### config.mk
export PLATFORM = sky130hd
export DESIGN_NAME = pti_periodic_timed_interrupt
export DESIGN_NICKNAME = d
export VERILOG_FILES = /design/src/inc/pti_pkg.sv /design/src/core/pti_periodic_timed_interrupt.sv
export VERILOG_INCLUDE_DIRS = /design/src /design/src/inc
export SDC_FILE = /design/constraint.sdc
export NUM_CORES = 1
export LEC_CHECK = 0
export ABC_AREA = 1
export BUFFER_PORTS_ARGS = -buffer_cell sky130_fd_sc_hd__buf_2
export CORE_MARGIN = 2
export CORE_UTILIZATION = 30
export DETAILED_ROUTE_END_ITERATION = 7
export PLACE_DENSITY = 0.6
export SETUP_SLACK_MARGIN = 0.15
export SYNTH_ARGS = -nofsm -noshare
export SYNTH_HDL_FRONTEND = slang
export SYNTH_SLANG_ARGS = --single-unit
### constraint.sdc
create_clock -name ref_clk -period 3.45 [get_ports ref_clk]
set_input_delay 0.1725 -clock ref_clk [delete_from_list [all_inputs] [get_ports ref_clk]]
set_output_delay 0.1725 -clock ref_clk [all_outputs]
set_load 0.01 [all_outputs]
### src/inc/pti_consts.svh
`ifndef PTI_CONSTS_SVH
`define PTI_CONSTS_SVH
// controller clock and timebase
`define PTI_CLK_HZ 25000000
`define PTI_TICK_MS 10
`define PTI_TICK_CYC ((`PTI_CLK_HZ / 1000) * `PTI_TICK_MS)
// setpoint in 10 ms units: 1..255 gives 10..2550 ms, zero disables
`define PTI_SP_W 8
`define PTI_SP_OFF 8'h00
`define PTI_SP_RST 8'h00
// enable bit reset value
`define PTI_EN_RST 1'b1
// subroutine call stack depth
`define PTI_STACK_DEPTH 3
`endif

### src/inc/pti_pkg.sv
package pti_pkg;
    typedef enum logic [1:0] {
        PTI_SCAN,
        PTI_ENTER,
        PTI_RUN,
        PTI_EXIT
    } pti_state_t;
endpackage : pti_pkg

### src/core/pti_periodic_timed_interrupt.sv
// Decided for this implementation: strobed register access and the register addresses.
`include "pti_consts.svh"
`default_nettype none

module pti_periodic_timed_interrupt #(
    parameter int TICK_CYC = `PTI_TICK_CYC,
    parameter int SP_W = `PTI_SP_W
) (
    input wire logic ref_clk,
    input wire logic sys_rst,
    input wire logic [7:0] addr,
    input wire logic [SP_W-1:0] wrData,
    input wire logic wrStb,
    input wire logic rdStb,
    output logic [SP_W-1:0] rdData,
    input wire logic remoteRunMode,
    input wire logic remoteTestMode,
    input wire logic timedInterruptDisable,
    input wire logic timedInterruptEnable,
    input wire logic timedStartSetpoint,
    input wire logic [SP_W-1:0] startSetpoint,
    input wire logic userFaultActive,
    input wire logic counterIntActive,
    input wire logic noDisturbZone,
    input wire logic routineDone,
    input wire logic subroutineCall,
    input wire logic subroutineReturn,
    input wire logic [15:0] arithFlagsIn,
    input wire logic [15:0] mathLoIn,
    input wire logic [15:0] mathHiIn,
    input wire logic [15:0] indexIn,
    output logic scanSuspend,
    output logic routineStart,
    output logic restoreStb,
    output logic [15:0] arithFlagsOut,
    output logic [15:0] mathLoOut,
    output logic [15:0] mathHiOut,
    output logic [15:0] indexOut,
    output logic intEnable,
    output logic pendingFlag,
    output logic lostFlag,
    output logic minorError,
    output logic callOverflow
);
    localparam int TW = $clog2(TICK_CYC + 1);

    typedef struct packed {
        pti_pkg::pti_state_t st;
        logic [TW-1:0] tickCnt;
        logic [SP_W-1:0] setpoint;
        logic [SP_W-1:0] elapsed;
        logic running;
        logic en;
        logic pend;
        logic lost;
        logic minErr;
        logic callOvf;
        logic [1:0] depth;
        logic susp;
        logic startP;
        logic restP;
        logic [15:0] svFlags;
        logic [15:0] svMathLo;
        logic [15:0] svMathHi;
        logic [15:0] svIndex;
        logic [SP_W-1:0] rd;
    } pti_state_reg_t;

    pti_state_reg_t s_reg;
    pti_state_reg_t s_next;
    logic tick;
    logic expire;
    logic busy;
    logic higherBusy;

    always_comb begin
        s_next = s_reg;
        s_next.startP = 1'b0;
        s_next.restP = 1'b0;
        tick = 1'b0;
        expire = 1'b0;
        busy = (s_reg.st != pti_pkg::PTI_SCAN);
        higherBusy = userFaultActive | counterIntActive;
        // timer runs once the controller is in a running mode
        if (remoteRunMode | remoteTestMode) begin
            s_next.running = 1'b1;
        end
        if (s_reg.running) begin
            // prescaler to a 10 ms tick keeps the compare narrow
            if (s_reg.tickCnt == TW'(TICK_CYC - 1)) begin
                s_next.tickCnt = '0;
                tick = 1'b1;
            end else begin
                s_next.tickCnt = s_reg.tickCnt + 1'b1;
            end
        end
        if (tick && s_reg.setpoint != '0) begin
            if (s_reg.elapsed + 1'b1 >= s_reg.setpoint) begin
                expire = 1'b1;
                s_next.elapsed = '0;
            end else begin
                s_next.elapsed = s_reg.elapsed + 1'b1;
            end
        end
        if (expire) begin
            if (s_reg.pend) begin
                s_next.lost = 1'b1;
            end else if (busy || !s_reg.en) begin
                s_next.pend = 1'b1;
            end
            if (busy) begin
                s_next.minErr = 1'b1;
            end
        end
        // rung-level instructions; disable wins if both are true
        if (timedInterruptEnable) begin
            s_next.en = 1'b1;
        end
        if (timedStartSetpoint) begin
            s_next.setpoint = startSetpoint;
            s_next.elapsed = '0;
            s_next.tickCnt = '0;
            s_next.en = 1'b1;
        end
        if (timedInterruptDisable) begin
            s_next.en = 1'b0;
        end
        // software write to the setpoint word
        if (wrStb && addr == `PTI_SP_OFF) begin
            s_next.setpoint = wrData;
        end
        s_next.rd = '0;
        if (rdStb && addr == `PTI_SP_OFF) begin
            s_next.rd = s_reg.setpoint;
        end
        case (s_reg.st)
            pti_pkg::PTI_SCAN: begin
                s_next.susp = 1'b0;
                // expiry with enable set and nothing pending runs now
                if ((expire && s_reg.en && !s_reg.pend) ||
                    (s_reg.pend && s_reg.en)) begin
                    if (!expire && s_reg.pend) begin
                        s_next.pend = 1'b0;
                    end
                    s_next.st = pti_pkg::PTI_ENTER;
                end
            end
            pti_pkg::PTI_ENTER: begin
                // wait out protected operations and higher sources
                if (!noDisturbZone && !higherBusy) begin
                    s_next.susp = 1'b1;
                    s_next.startP = 1'b1;
                    s_next.depth = '0;
                    s_next.svFlags = arithFlagsIn;
                    s_next.svMathLo = mathLoIn;
                    s_next.svMathHi = mathHiIn;
                    s_next.svIndex = indexIn;
                    s_next.st = pti_pkg::PTI_RUN;
                end
            end
            pti_pkg::PTI_RUN: begin
                if (subroutineCall) begin
                    if (s_reg.depth == 2'(`PTI_STACK_DEPTH)) begin
                        s_next.callOvf = 1'b1;
                    end else begin
                        s_next.depth = s_reg.depth + 1'b1;
                    end
                end else if (subroutineReturn && s_reg.depth != '0) begin
                    s_next.depth = s_reg.depth - 1'b1;
                end
                if (routineDone) begin
                    s_next.restP = 1'b1;
                    s_next.st = pti_pkg::PTI_EXIT;
                end
            end
            pti_pkg::PTI_EXIT: begin
                if (s_reg.pend && s_reg.en && !expire) begin
                    s_next.pend = 1'b0;
                    s_next.startP = 1'b1;
                    s_next.svFlags = arithFlagsIn;
                    s_next.svMathLo = mathLoIn;
                    s_next.svMathHi = mathHiIn;
                    s_next.svIndex = indexIn;
                    s_next.depth = '0;
                    s_next.st = pti_pkg::PTI_RUN;
                end else begin
                    s_next.susp = 1'b0;
                    s_next.st = pti_pkg::PTI_SCAN;
                end
            end
            default: begin
                s_next.st = pti_pkg::PTI_SCAN;
            end
        endcase
    end

    always_ff @(posedge ref_clk) begin
        if (sys_rst) begin
            s_reg <= '0;
            s_reg.st <= pti_pkg::PTI_SCAN;
            s_reg.setpoint <= `PTI_SP_RST;
            s_reg.en <= `PTI_EN_RST;
        end else begin
            s_reg <= s_next;
        end
    end

    assign rdData = s_reg.rd;
    assign scanSuspend = s_reg.susp;
    assign routineStart = s_reg.startP;
    assign restoreStb = s_reg.restP;
    assign arithFlagsOut = s_reg.svFlags;
    assign mathLoOut = s_reg.svMathLo;
    assign mathHiOut = s_reg.svMathHi;
    assign indexOut = s_reg.svIndex;
    assign intEnable = s_reg.en;
    assign pendingFlag = s_reg.pend;
    assign lostFlag = s_reg.lost;
    assign minorError = s_reg.minErr;
    assign callOverflow = s_reg.callOvf;
endmodule : pti_periodic_timed_interrupt
`default_nettype wire

[After elaboration in Yosys (flattened, before gate mapping)]
Cells that the tools add are included.
Word-level totals
  flip-flop bits (word level): 119
  input bits: 103
  output and inout port bits: 80
  logic and storage cells: 117
Cells by class
  $add $sub $neg: 4
  order comparisons: 1
  equality and inequality tests: 12
  multiplexer cells: 40
  bitwise gates (word level): 4
  reductions and logical operators: 37
Operators with widths (count)
  two-way mux 64 bit: 2
  one-hot mux 64 bit (2 select lines): 1
  two-way mux 8 bit: 3
  adder 18 x 1 -> 18 bit, second input constant: 1
  equality test 18 bit, second input constant: 1
  two-way mux 18 bit: 1
  two-way mux 1 bit: 17
  two-way mux 16 bit: 1
  two-way mux 2 bit: 8
  AND reduction 3 bit: 4
  logical AND 1 bit: 10
  inequality test 2 bit, second input constant: 5
  nonzero test 3 bit: 3
  adder 8 x 1 -> 8 bit, second input constant: 1
  greater-or-equal comparator 8 bit: 1
  logical NOT 8 bit: 1
  one-hot mux 2 bit (4 select lines): 1
  nonzero test 2 bit: 4
  nonzero test 8 bit: 1
  equality test 2 bit, second input constant: 3
  inequality test 3 bit, second input constant: 2
  one-hot mux 2 bit (3 select lines): 1
  OR reduction 2 bit: 3
  logical NOT 1 bit: 5
  13 further kinds: 18

[Longest topological paths before layout]
Gate-level depths: netlist of run 1.
  depth after elaboration: 10
  mapped depth: 18

[Least setup slack after synthesis of run 1]
OpenSTA, ideal clock, no wires.
  path type: register to register
  start: reg s_reg[83] (netlist name)
  end: reg s_reg (netlist bit arithFlagsOut[0])
  library setup time: 0.113 ns
  data arrival time: 2.477 ns
  data required time: 3.337 ns
  setup slack: 0.860 ns
  stages on the path, launching flop included: 19
  buffers on the path: 2
  path through: dfxtp_1 > nand3_1 > nand3b_1 > nor3b_1 > xnor2_1 > inv_1 > ha_1 > nand2_1 > inv_1 > nor3_1 > nand2_1 > nand2_4 > nand2_4 > nand2_4 > nand2_4 > buf_12 > buf_12 > o21ai_1 > nor2_1
Between the ends
  longest elaborated chain between the ends: 8
Ends and longest elaborated chain
  start, declared: line pti_periodic_timed_interrupt.sv:69  | pti_state_reg_t s_reg;
  start signal, assigned: line pti_periodic_timed_interrupt.sv:204  | s_reg <= s_next;
  adder 8 x 1 -> 8 bit: line pti_periodic_timed_interrupt.sv:98  | if (s_reg.elapsed + 1'b1 >= s_reg.setpoint) begin
  greater-or-equal comparator 8 bit: line pti_periodic_timed_interrupt.sv:98
  two-way mux 1 bit: line pti_periodic_timed_interrupt.sv:98
  two-way mux 1 bit: line pti_periodic_timed_interrupt.sv:97  | if (tick && s_reg.setpoint != '0) begin
  logical NOT 1 bit: line pti_periodic_timed_interrupt.sv:177  | if (s_reg.pend && s_reg.en && !expire) begin
  logical AND 1 bit: line pti_periodic_timed_interrupt.sv:177
  inequality test 2 bit (no source line)
  AND reduction 3 bit (no source line)
Every way passes these cells.
A chain may end at the register's enable or synchronous reset.

[Final worst setup path of run 1]
  start: reg s_reg[83] (netlist name)
  end: reg s_reg (netlist bit indexOut[2])
The elaborated chain is that of the path after synthesis.

==> results of run 1 <==
-- through the flow --
step,cell area (um2),utilization,hold WS (ns)
2_1_floorplan,5605,-,0.2419
3_3_place_gp,6072,0.3346,0.3735
3_5_place_dp,6072,0.3346,0.3803
4_1_cts,7259,0.4000,0.0003144
5_1_grt,7259,0.4000,0.02777
6_report,7259,0.4000,0.02384
-- critical path, delay by kind of cell, from the launching register on --
| family | cells | cell delay [ns] |
|---|---|---|
| simple gates | 11 | 1.32 |
| flops | 1 | 0.41 |
| buf+inv | 3 | 0.38 |
| fa+ha+maj | 1 | 0.29 |
| compound gates | 1 | 0.22 |
| xor+xnor | 1 | 0.18 |
-- power by group through the flow --
stage | clock [mW] | sequential [mW] | combinational, mW
finish | 1.64 | 1.72 | 1.08
global route | 1.75 | 1.75 | 1.22
CTS | 1.69 | 1.72 | 1.08
detailed placement | 0 | 1.75 | 1.02
global placement | 0 | 1.74 | 1.02
floorplan | 0 | 1.73 | 1.02
-- cell type report --
cell class | instances | area (um2) | share of cell area
Multi-Input combinational cell | 457 | 2262 | 0.3116
Sequential cell | 119 | 2382 | 0.3282
Tap cell | 229 | 286.5 | 0.03947
Timing Repair Buffer | 250 | 1592 | 0.2192
Clock inverter | 14 | 117.6 | 0.01620
Clock buffer | 18 | 439.2 | 0.06050
Inverter | 48 | 180.2 | 0.02482
-- repair_timing --
item,4_1_cts,5_1_grt
hold endpoints to repair,62,0
hold buffers,63,0
setup buffers,0,0
-- cell usage after synthesis --
| cell type | n |
|---|---|
| a211oi_1 | 4 |
| a21oi_1 | 25 |
| a31oi_1 | 8 |
| and2_1 | 1 |
| buf_12 | 7 |
| buf_2 | 2 |
| buf_4 | 78 |
| clkbuf_1 | 12 |
| clkinv_1 | 1 |
| dfxtp_1 | 119 |
| ha_1 | 14 |
| inv_1 | 43 |
| inv_2 | 4 |
| nand2_1 | 65 |
| nand2_4 | 4 |
| nand3_1 | 34 |
| nand3_2 | 1 |
| nand3b_1 | 2 |
| nand4_1 | 7 |
| nand4_2 | 1 |
| nor2_1 | 172 |
| nor2_2 | 3 |
| nor2_4 | 1 |
| nor3_1 | 15 |
| nor3_2 | 1 |
| nor3_4 | 1 |
| nor3b_1 | 3 |
| nor4_1 | 4 |
| o21a_1 | 4 |
| o21ai_0 | 12 |
| o21ai_1 | 61 |
| or2_0 | 1 |
| or2_2 | 2 |
| xnor2_1 | 1 |
| xor2_1 | 10 |
-- layer usage --
metal | up-vias | GRT usage | wire length [um] | part of all wire
met4 | 0 | 0.05105 | 210 | 0.015
met1 | 2228 | 0.1743 | 6508 | 0.47
met3 | 16 | 0.04246 | 810 | 0.059
met5 | - | 0 | 0 | 0
li1 | 2612 | - | - | -
met2 | 150 | 0.2259 | 6175 | 0.45
-- worst max path at each step --
| stage | to | slack, ns |
|---|---|---|
| detailed placement | indexOut[2] | 0.55 |
| global route | indexOut[0] | 0.17 |
| finish | indexOut[2] | 0.54 |
| CTS | indexOut[2] | 0.52 |
| floorplan | arithFlagsOut[0] | 0.86 |
| global placement | indexOut[1] | 0.62 |
-- logic make-up after synthesis --
| group | Yosys count | share of synthesized area |
|---|---|---|
| xor+xnor | 11 | 0.01719 |
| buf+inv | 147 | 0.1714 |
| simple gates | 318 | 0.2480 |
| fa+ha+maj | 14 | 0.03125 |
| flops | 119 | 0.4250 |
| compound gates | 114 | 0.1071 |
==> impl_metrics.py, run 1 <==
metrics = {
    "outcome": {
        "outcome": "finished clean",
    },
    "synth": {
        "netlist_area_um2": 5605,
        "yosysTopAreaCellShare": 0.4250,
        "syn_nets": 840,
        "synth_seq_area_share": 0.4250,
        "yosysWarnings": 0,
        "ys_types": 35,
        "ys_ff_latch": 119,
        "synth_top_cell_by_area": "dfxtp_1",
        "post_synth.cell_area_avg_um2": 7.753,
        "synthTopCellsByArea": "dfxtp_1 43%, nor2_1 12%, buf_4 10%",
        "synthCells": 723,
    },
    "sta": {
        "slew_headroom": 0.5366,
        "fin_crit_sh": 0.8443,
        "tns_ns": 0,
        "drv_slew": 0,
        "max_freq_mhz": 343.3,
        "hold_viol": 0,
        "setup_viol": 0,
        "worst_pin_slew_ns": 0.6940,
        "rsz0062_at_grt": "false",
        "finalWorstSetupSlack_ns": 0.5373,
        "finClkSkew_ns": 0.009320,
        "min_period_ns": 2.913,
    },
    "critical_path": {
        "start_kind": "register",
        "worstPathRequired_ns": 3.75,
        "r2r-start": "s_reg[83]",
        "path_class": "register to register",
        "cp_cell_sequence": "nand3_1 -> nand3b_1 -> nor3b_1 -> xnor2_1 -> inv_1 -> ha_1 -> nand2_1 -> inv_1 -> nor3_1 -> nand2_1 -> nand2_4 -> nand2_4 -> nand2_4 -> nand2_4 -> buf_4 -> o21ai_0 -> nor2_1",
        "critPathSlowestCell": "dfxtp_1",
        "cpPeakStageDelay_ns": 0.41,
        "arrival_ns": 3.22,
        "end_kind": "register",
        "cp_max_fo": 41,
        "r2r_slack_ns": 0.54,
        "cp_common_cell": "nand2_4",
        "setup.worst_path.start": "s_reg[83]",
        "rr_worst_depth": 17,
        "timing.rr.end": "indexOut[2]",
    },
    "route": {
        "first_pass_iters": 4,
        "drcViolationCount": 0,
        "routed-via-count": 5006,
        "avgViaCountPerCell": 4.411,
        "wirelength_mm": 13.70,
        "wire_per_inst_um": 12.07,
        "antenna_left": 0,
        "drtIter0Drc": 223,
    },
    "hold_path": {
        "worstHoldPathCells": 3,
        "min_path_type": "input pin to register",
        "min_to": "indexOut[3]",
        "min_from": "indexIn[3]",
    },
    "power_and_ir_drop": {
        "swShare": 0.3189,
        "p_leak_nw": 3.195,
        "p_per_area_nw_per_um2": 610.8,
        "comb_power_share": 0.242,
        "p_clk_frac": 0.370,
        "pwr-share-seq": 0.388,
        "total_power_mw": 4.434,
        "irDropWorstVdd_mv": 0.3212,
        "intPower_mw": 3.020,
        "power.switching_mw": 1.414,
    },
    "final_layout": {
        "area_growth_pct": 29.51,
        "fill_cells": 1846,
        "largest_reg_flops": 39,
        "final_cell_mix": "182 x buf_2, 172 x nor2_1, 119 x dfxtp_1",
        "fin_cells": 1135,
        "drive_above_1_share": 0.2627,
        "final_common_cell": "buf_2",
        "num_antenna_cells": 0,
        "fin_nets": 1010,
    },
    "clock_tree": {
        "root_buffer": "clkbuf_16",
        "insertion_delay_ns": 0.41,
        "cts_resized": 0,
        "cts_buffer_depth": 2,
        "htreeDepth": 4,
        "clkTransAtPathRegs_ns": 0.06,
        "cts-buffers-inserted": 17,
        "clock_sinks": 119,
        "cts_tree": "yes",
    },
    "job": {
        "maxCapViolCount": 0,
    },
    "floorplan": {
        "die_area_um2": 19790,
        "num_rows": 49,
        "ios": 183,
        "die-width_um": 140.7,
        "core_area_um2": 18150,
        "die_height_um": 140.7,
        "start_util": 0.3089,
    },
    "global_routing": {
        "antenna_found_initial": 0,
        "grt_pass1_vias": 4616,
        "grt_remaining_overflow": 0,
        "track_usage": 0.1390,
        "grt_max_degree": 49,
        "grt_first_pass_wirelength_mm": 22.16,
    },
    "placed_design": {
        "place.detailed.hpwl_mm": 9.351,
        "routabilityCongestion": 0.7828,
        "port_buffers": 182,
        "dp_cells": 1040,
        "dp_slack_ns": 0.5484,
    },
}
(Power assumes the default switching activity.)
==> run 2: changes to the inputs <==
--- a/config.mk
+++ b/config.mk
@@ -11,7 +11,7 @@
 export CORE_MARGIN = 2
 export CORE_UTILIZATION = 30
 export DETAILED_ROUTE_END_ITERATION = 7
-export PLACE_DENSITY = 0.6
+export PLACE_DENSITY = 0.62
 export SETUP_SLACK_MARGIN = 0.15
 export SYNTH_ARGS = -nofsm -noshare
 export SYNTH_HDL_FRONTEND = slang
==> constraint.sdc (replaced) <==
create_clock -name ref_clk -period 2.6 [get_ports ref_clk]
set_input_delay 0.13 -clock ref_clk [delete_from_list [all_inputs] [get_ports ref_clk]]
set_output_delay 0.13 -clock ref_clk [all_outputs]
set_load 0.01 [all_outputs]
==> run 2 against run 1 <==
The run now ends with setup timing left. Die area is the same. Flip-flop and latch count is the same. Largest cell class is now multi-input gates. Clock-buffer cell count increased by 1. First-iteration DRC count is 11% lower.
==> impl_metrics.py, run 2 (same netlist as run 1, synthesis figures left out) <==
metrics = {
    "outcome": {
        "outcome": "finished with violations",
        "violations": "setup timing",
    },
    "critical_path": {
        "path_class": "register to register",
        "start_kind": "register",
        "end_kind": "register",
        "setup.worst_path.start": "s_reg[84]",
        "worstPathRequired_ns": 2.90,
        "r2r-start": "s_reg[84]",
        "cp_max_fo": 16,
        "arrival_ns": 2.91,
    },
    "sta": {
        "rsz0062_at_grt": "true",
        "max_freq_mhz": 382.5,
        "min_period_ns": 2.614,
        "finalWorstSetupSlack_ns": -0.01416,
        "setup_viol": 3,
        "hold_ws_ns": 0.02061,
        "worst_pin_slew_ns": 0.6932,
        "drv_slew": 0,
        "finClkSkew_ns": 0.01094,
        "slew_headroom": 0.5379,
        "hold_viol": 0,
        "fin_crit_sh": 1.005,
    },
    "route": {
        "wirelength_mm": 15.55,
        "routed-via-count": 5282,
        "first_pass_iters": 4,
        "antenna_left": 0,
        "wire_per_inst_um": 13.16,
        "drcViolationCount": 0,
        "avgViaCountPerCell": 4.469,
        "drtIter0Drc": 198,
    },
    "power_and_ir_drop": {
        "irDropWorstVdd_mv": 0.5528,
        "p_leak_nw": 3.579,
        "p_per_area_nw_per_um2": 818.4,
    },
    "final_layout": {
        "area_growth_pct": 45.85,
        "num_antenna_cells": 0,
        "drive_above_1_share": 0.3631,
        "largest_reg_flops": 39,
        "fill_cells": 1747,
        "final_cell_mix": "183 x buf_2, 167 x nor2_1, 116 x dfxtp_1",
        "final_common_cell": "buf_2",
        "register_area_um2": 2386,
        "multi_input_area_um2": 2551,
        "fin_nets": 1057,
    },
    "clock_tree": {
        "cts_tree": "yes",
        "cts_buffer_depth": 2,
        "root_buffer": "clkbuf_16",
        "htreeDepth": 4,
        "cts-buffers-inserted": 17,
        "clkTransAtPathRegs_ns": 0.06,
        "insertion_delay_ns": 0.41,
        "clock_sinks": 119,
    },
    "global_routing": {
        "use_met3": 0.04654,
        "grt_max_degree": 46,
        "antenna_found_initial": 0,
        "grt_pass1_vias": 5093,
        "grt_remaining_overflow": 0,
        "grt_first_pass_wirelength_mm": 24.26,
        "grt_busiest_layer": "met2",
        "track_usage": 0.1534,
        "grtUsageMet1": 0.1856,
        "grtUsageMet2": 0.2598,
    },
    "floorplan": {
        "die-width_um": 140.7,
        "start_util": 0.3089,
        "ios": 183,
        "die_height_um": 140.7,
        "num_rows": 49,
        "die_area_um2": 19790,
        "core_area_um2": 18150,
    },
    "placed_design": {
        "routabilityCongestion": 0.8229,
        "dp_slack_ns": -0.03019,
        "port_buffers": 182,
        "place.detailed.hpwl_mm": 9.457,
    },
    "hold_path": {
        "min_from": "timedInterruptEnable",
        "min_path_type": "input pin to register",
    },
    "job": {
        "maxCapViolCount": 0,
    },
}
==> run 2: cell count changes in the layout (fill, tap and decap cells not counted), sizes merged <==
| cell | delta |
|---|---|
| bufinv | +4 |
| clkbuf | +2 |
| inv | -4 |
| clkinvlp | -1 |
| buf | +31 |
| dlygate4sd3 | +15 |
==> run 2: cell type report <==
cell class / instances / share of cell area
flip-flops and latches: 119 / 0.2919
clock inverters: 13 / 0.02388
multi-input cells: 457 / 0.3121
repair buffers: 297 / 0.2603
clock buffers: 19 / 0.05418
well taps: 229 / 0.03505
inverters: 48 / 0.02265
==> run 2: critical path, stage by stage (launching register included) <==
cell and delay [ns]:
dfxtp_2 0.35, nand3_2 0.08, nand3b_1 0.20, nor3b_2 0.22, xnor2_1 0.16, inv_1 0.11, ha_4 0.23, nand2_1 0.06
inv_1 0.04, nor3_2 0.20, nand2_2 0.09, nand2_4 0.07, nand2_4 0.05, nand2_4 0.08, nand2_8 0.07, buf_12 0.16
buf_12 0.15, o21ai_2 0.13, nor2_1 0.05
==> run 2: path summary, 6_finish.rpt <==
path | end | slack (ns) | cells past startpoint
min reg2reg | minorError | 0.46 | 1
min | intEnable | 0.02 | 3
max reg2reg | mathHiOut[3] | -0.01 | 18
max | mathHiOut[3] | -0.01 | 18
==> run 2: repair_timing <==
item | in CTS | in global routing
hold buffers | 78 | 0
pin swaps | 5 | 5
hold endpoints to repair | 74 | 0
gates cloned | 4 | 1
resized for setup | 29 | 62
setup buffers | 12 | 1
endpoints found under the setup margin | 68 | 74
==> run 2: metrics by stage <==
step	total power, mW	std cells	util	instance area, um2	TNS, ns
final	6.691	1182	0.4505	8175	-0.02459
after global routing	7.064	1182	0.4505	8175	-9.481
after CTS	6.597	1180	0.4372	7934	0
after detailed placement	3.722	1054	0.3428	6221	-0.1430
after global placement	3.705	1054	0.3428	6221	0
after floorplan	3.653	723	-	5624	0
==> run 2: power breakdown <==
| part | switching (mW) | internal [mW] | leakage (nW) |
|---|---|---|---|
| Combinational | 0.993 | 0.884 | 2.31 |
| Clock | 0.874 | 1.64 | 0.300 |
| Sequential | 0.164 | 2.14 | 0.965 |
| Total | 2.03 | 4.66 | 3.58 |
==> run 2: routing by layer <==
layer,routed length [um],vias up
li1,-,2708
met1,6902,2399
met2,7596,158
met3,819,17
met4,234,0
met5,0,-
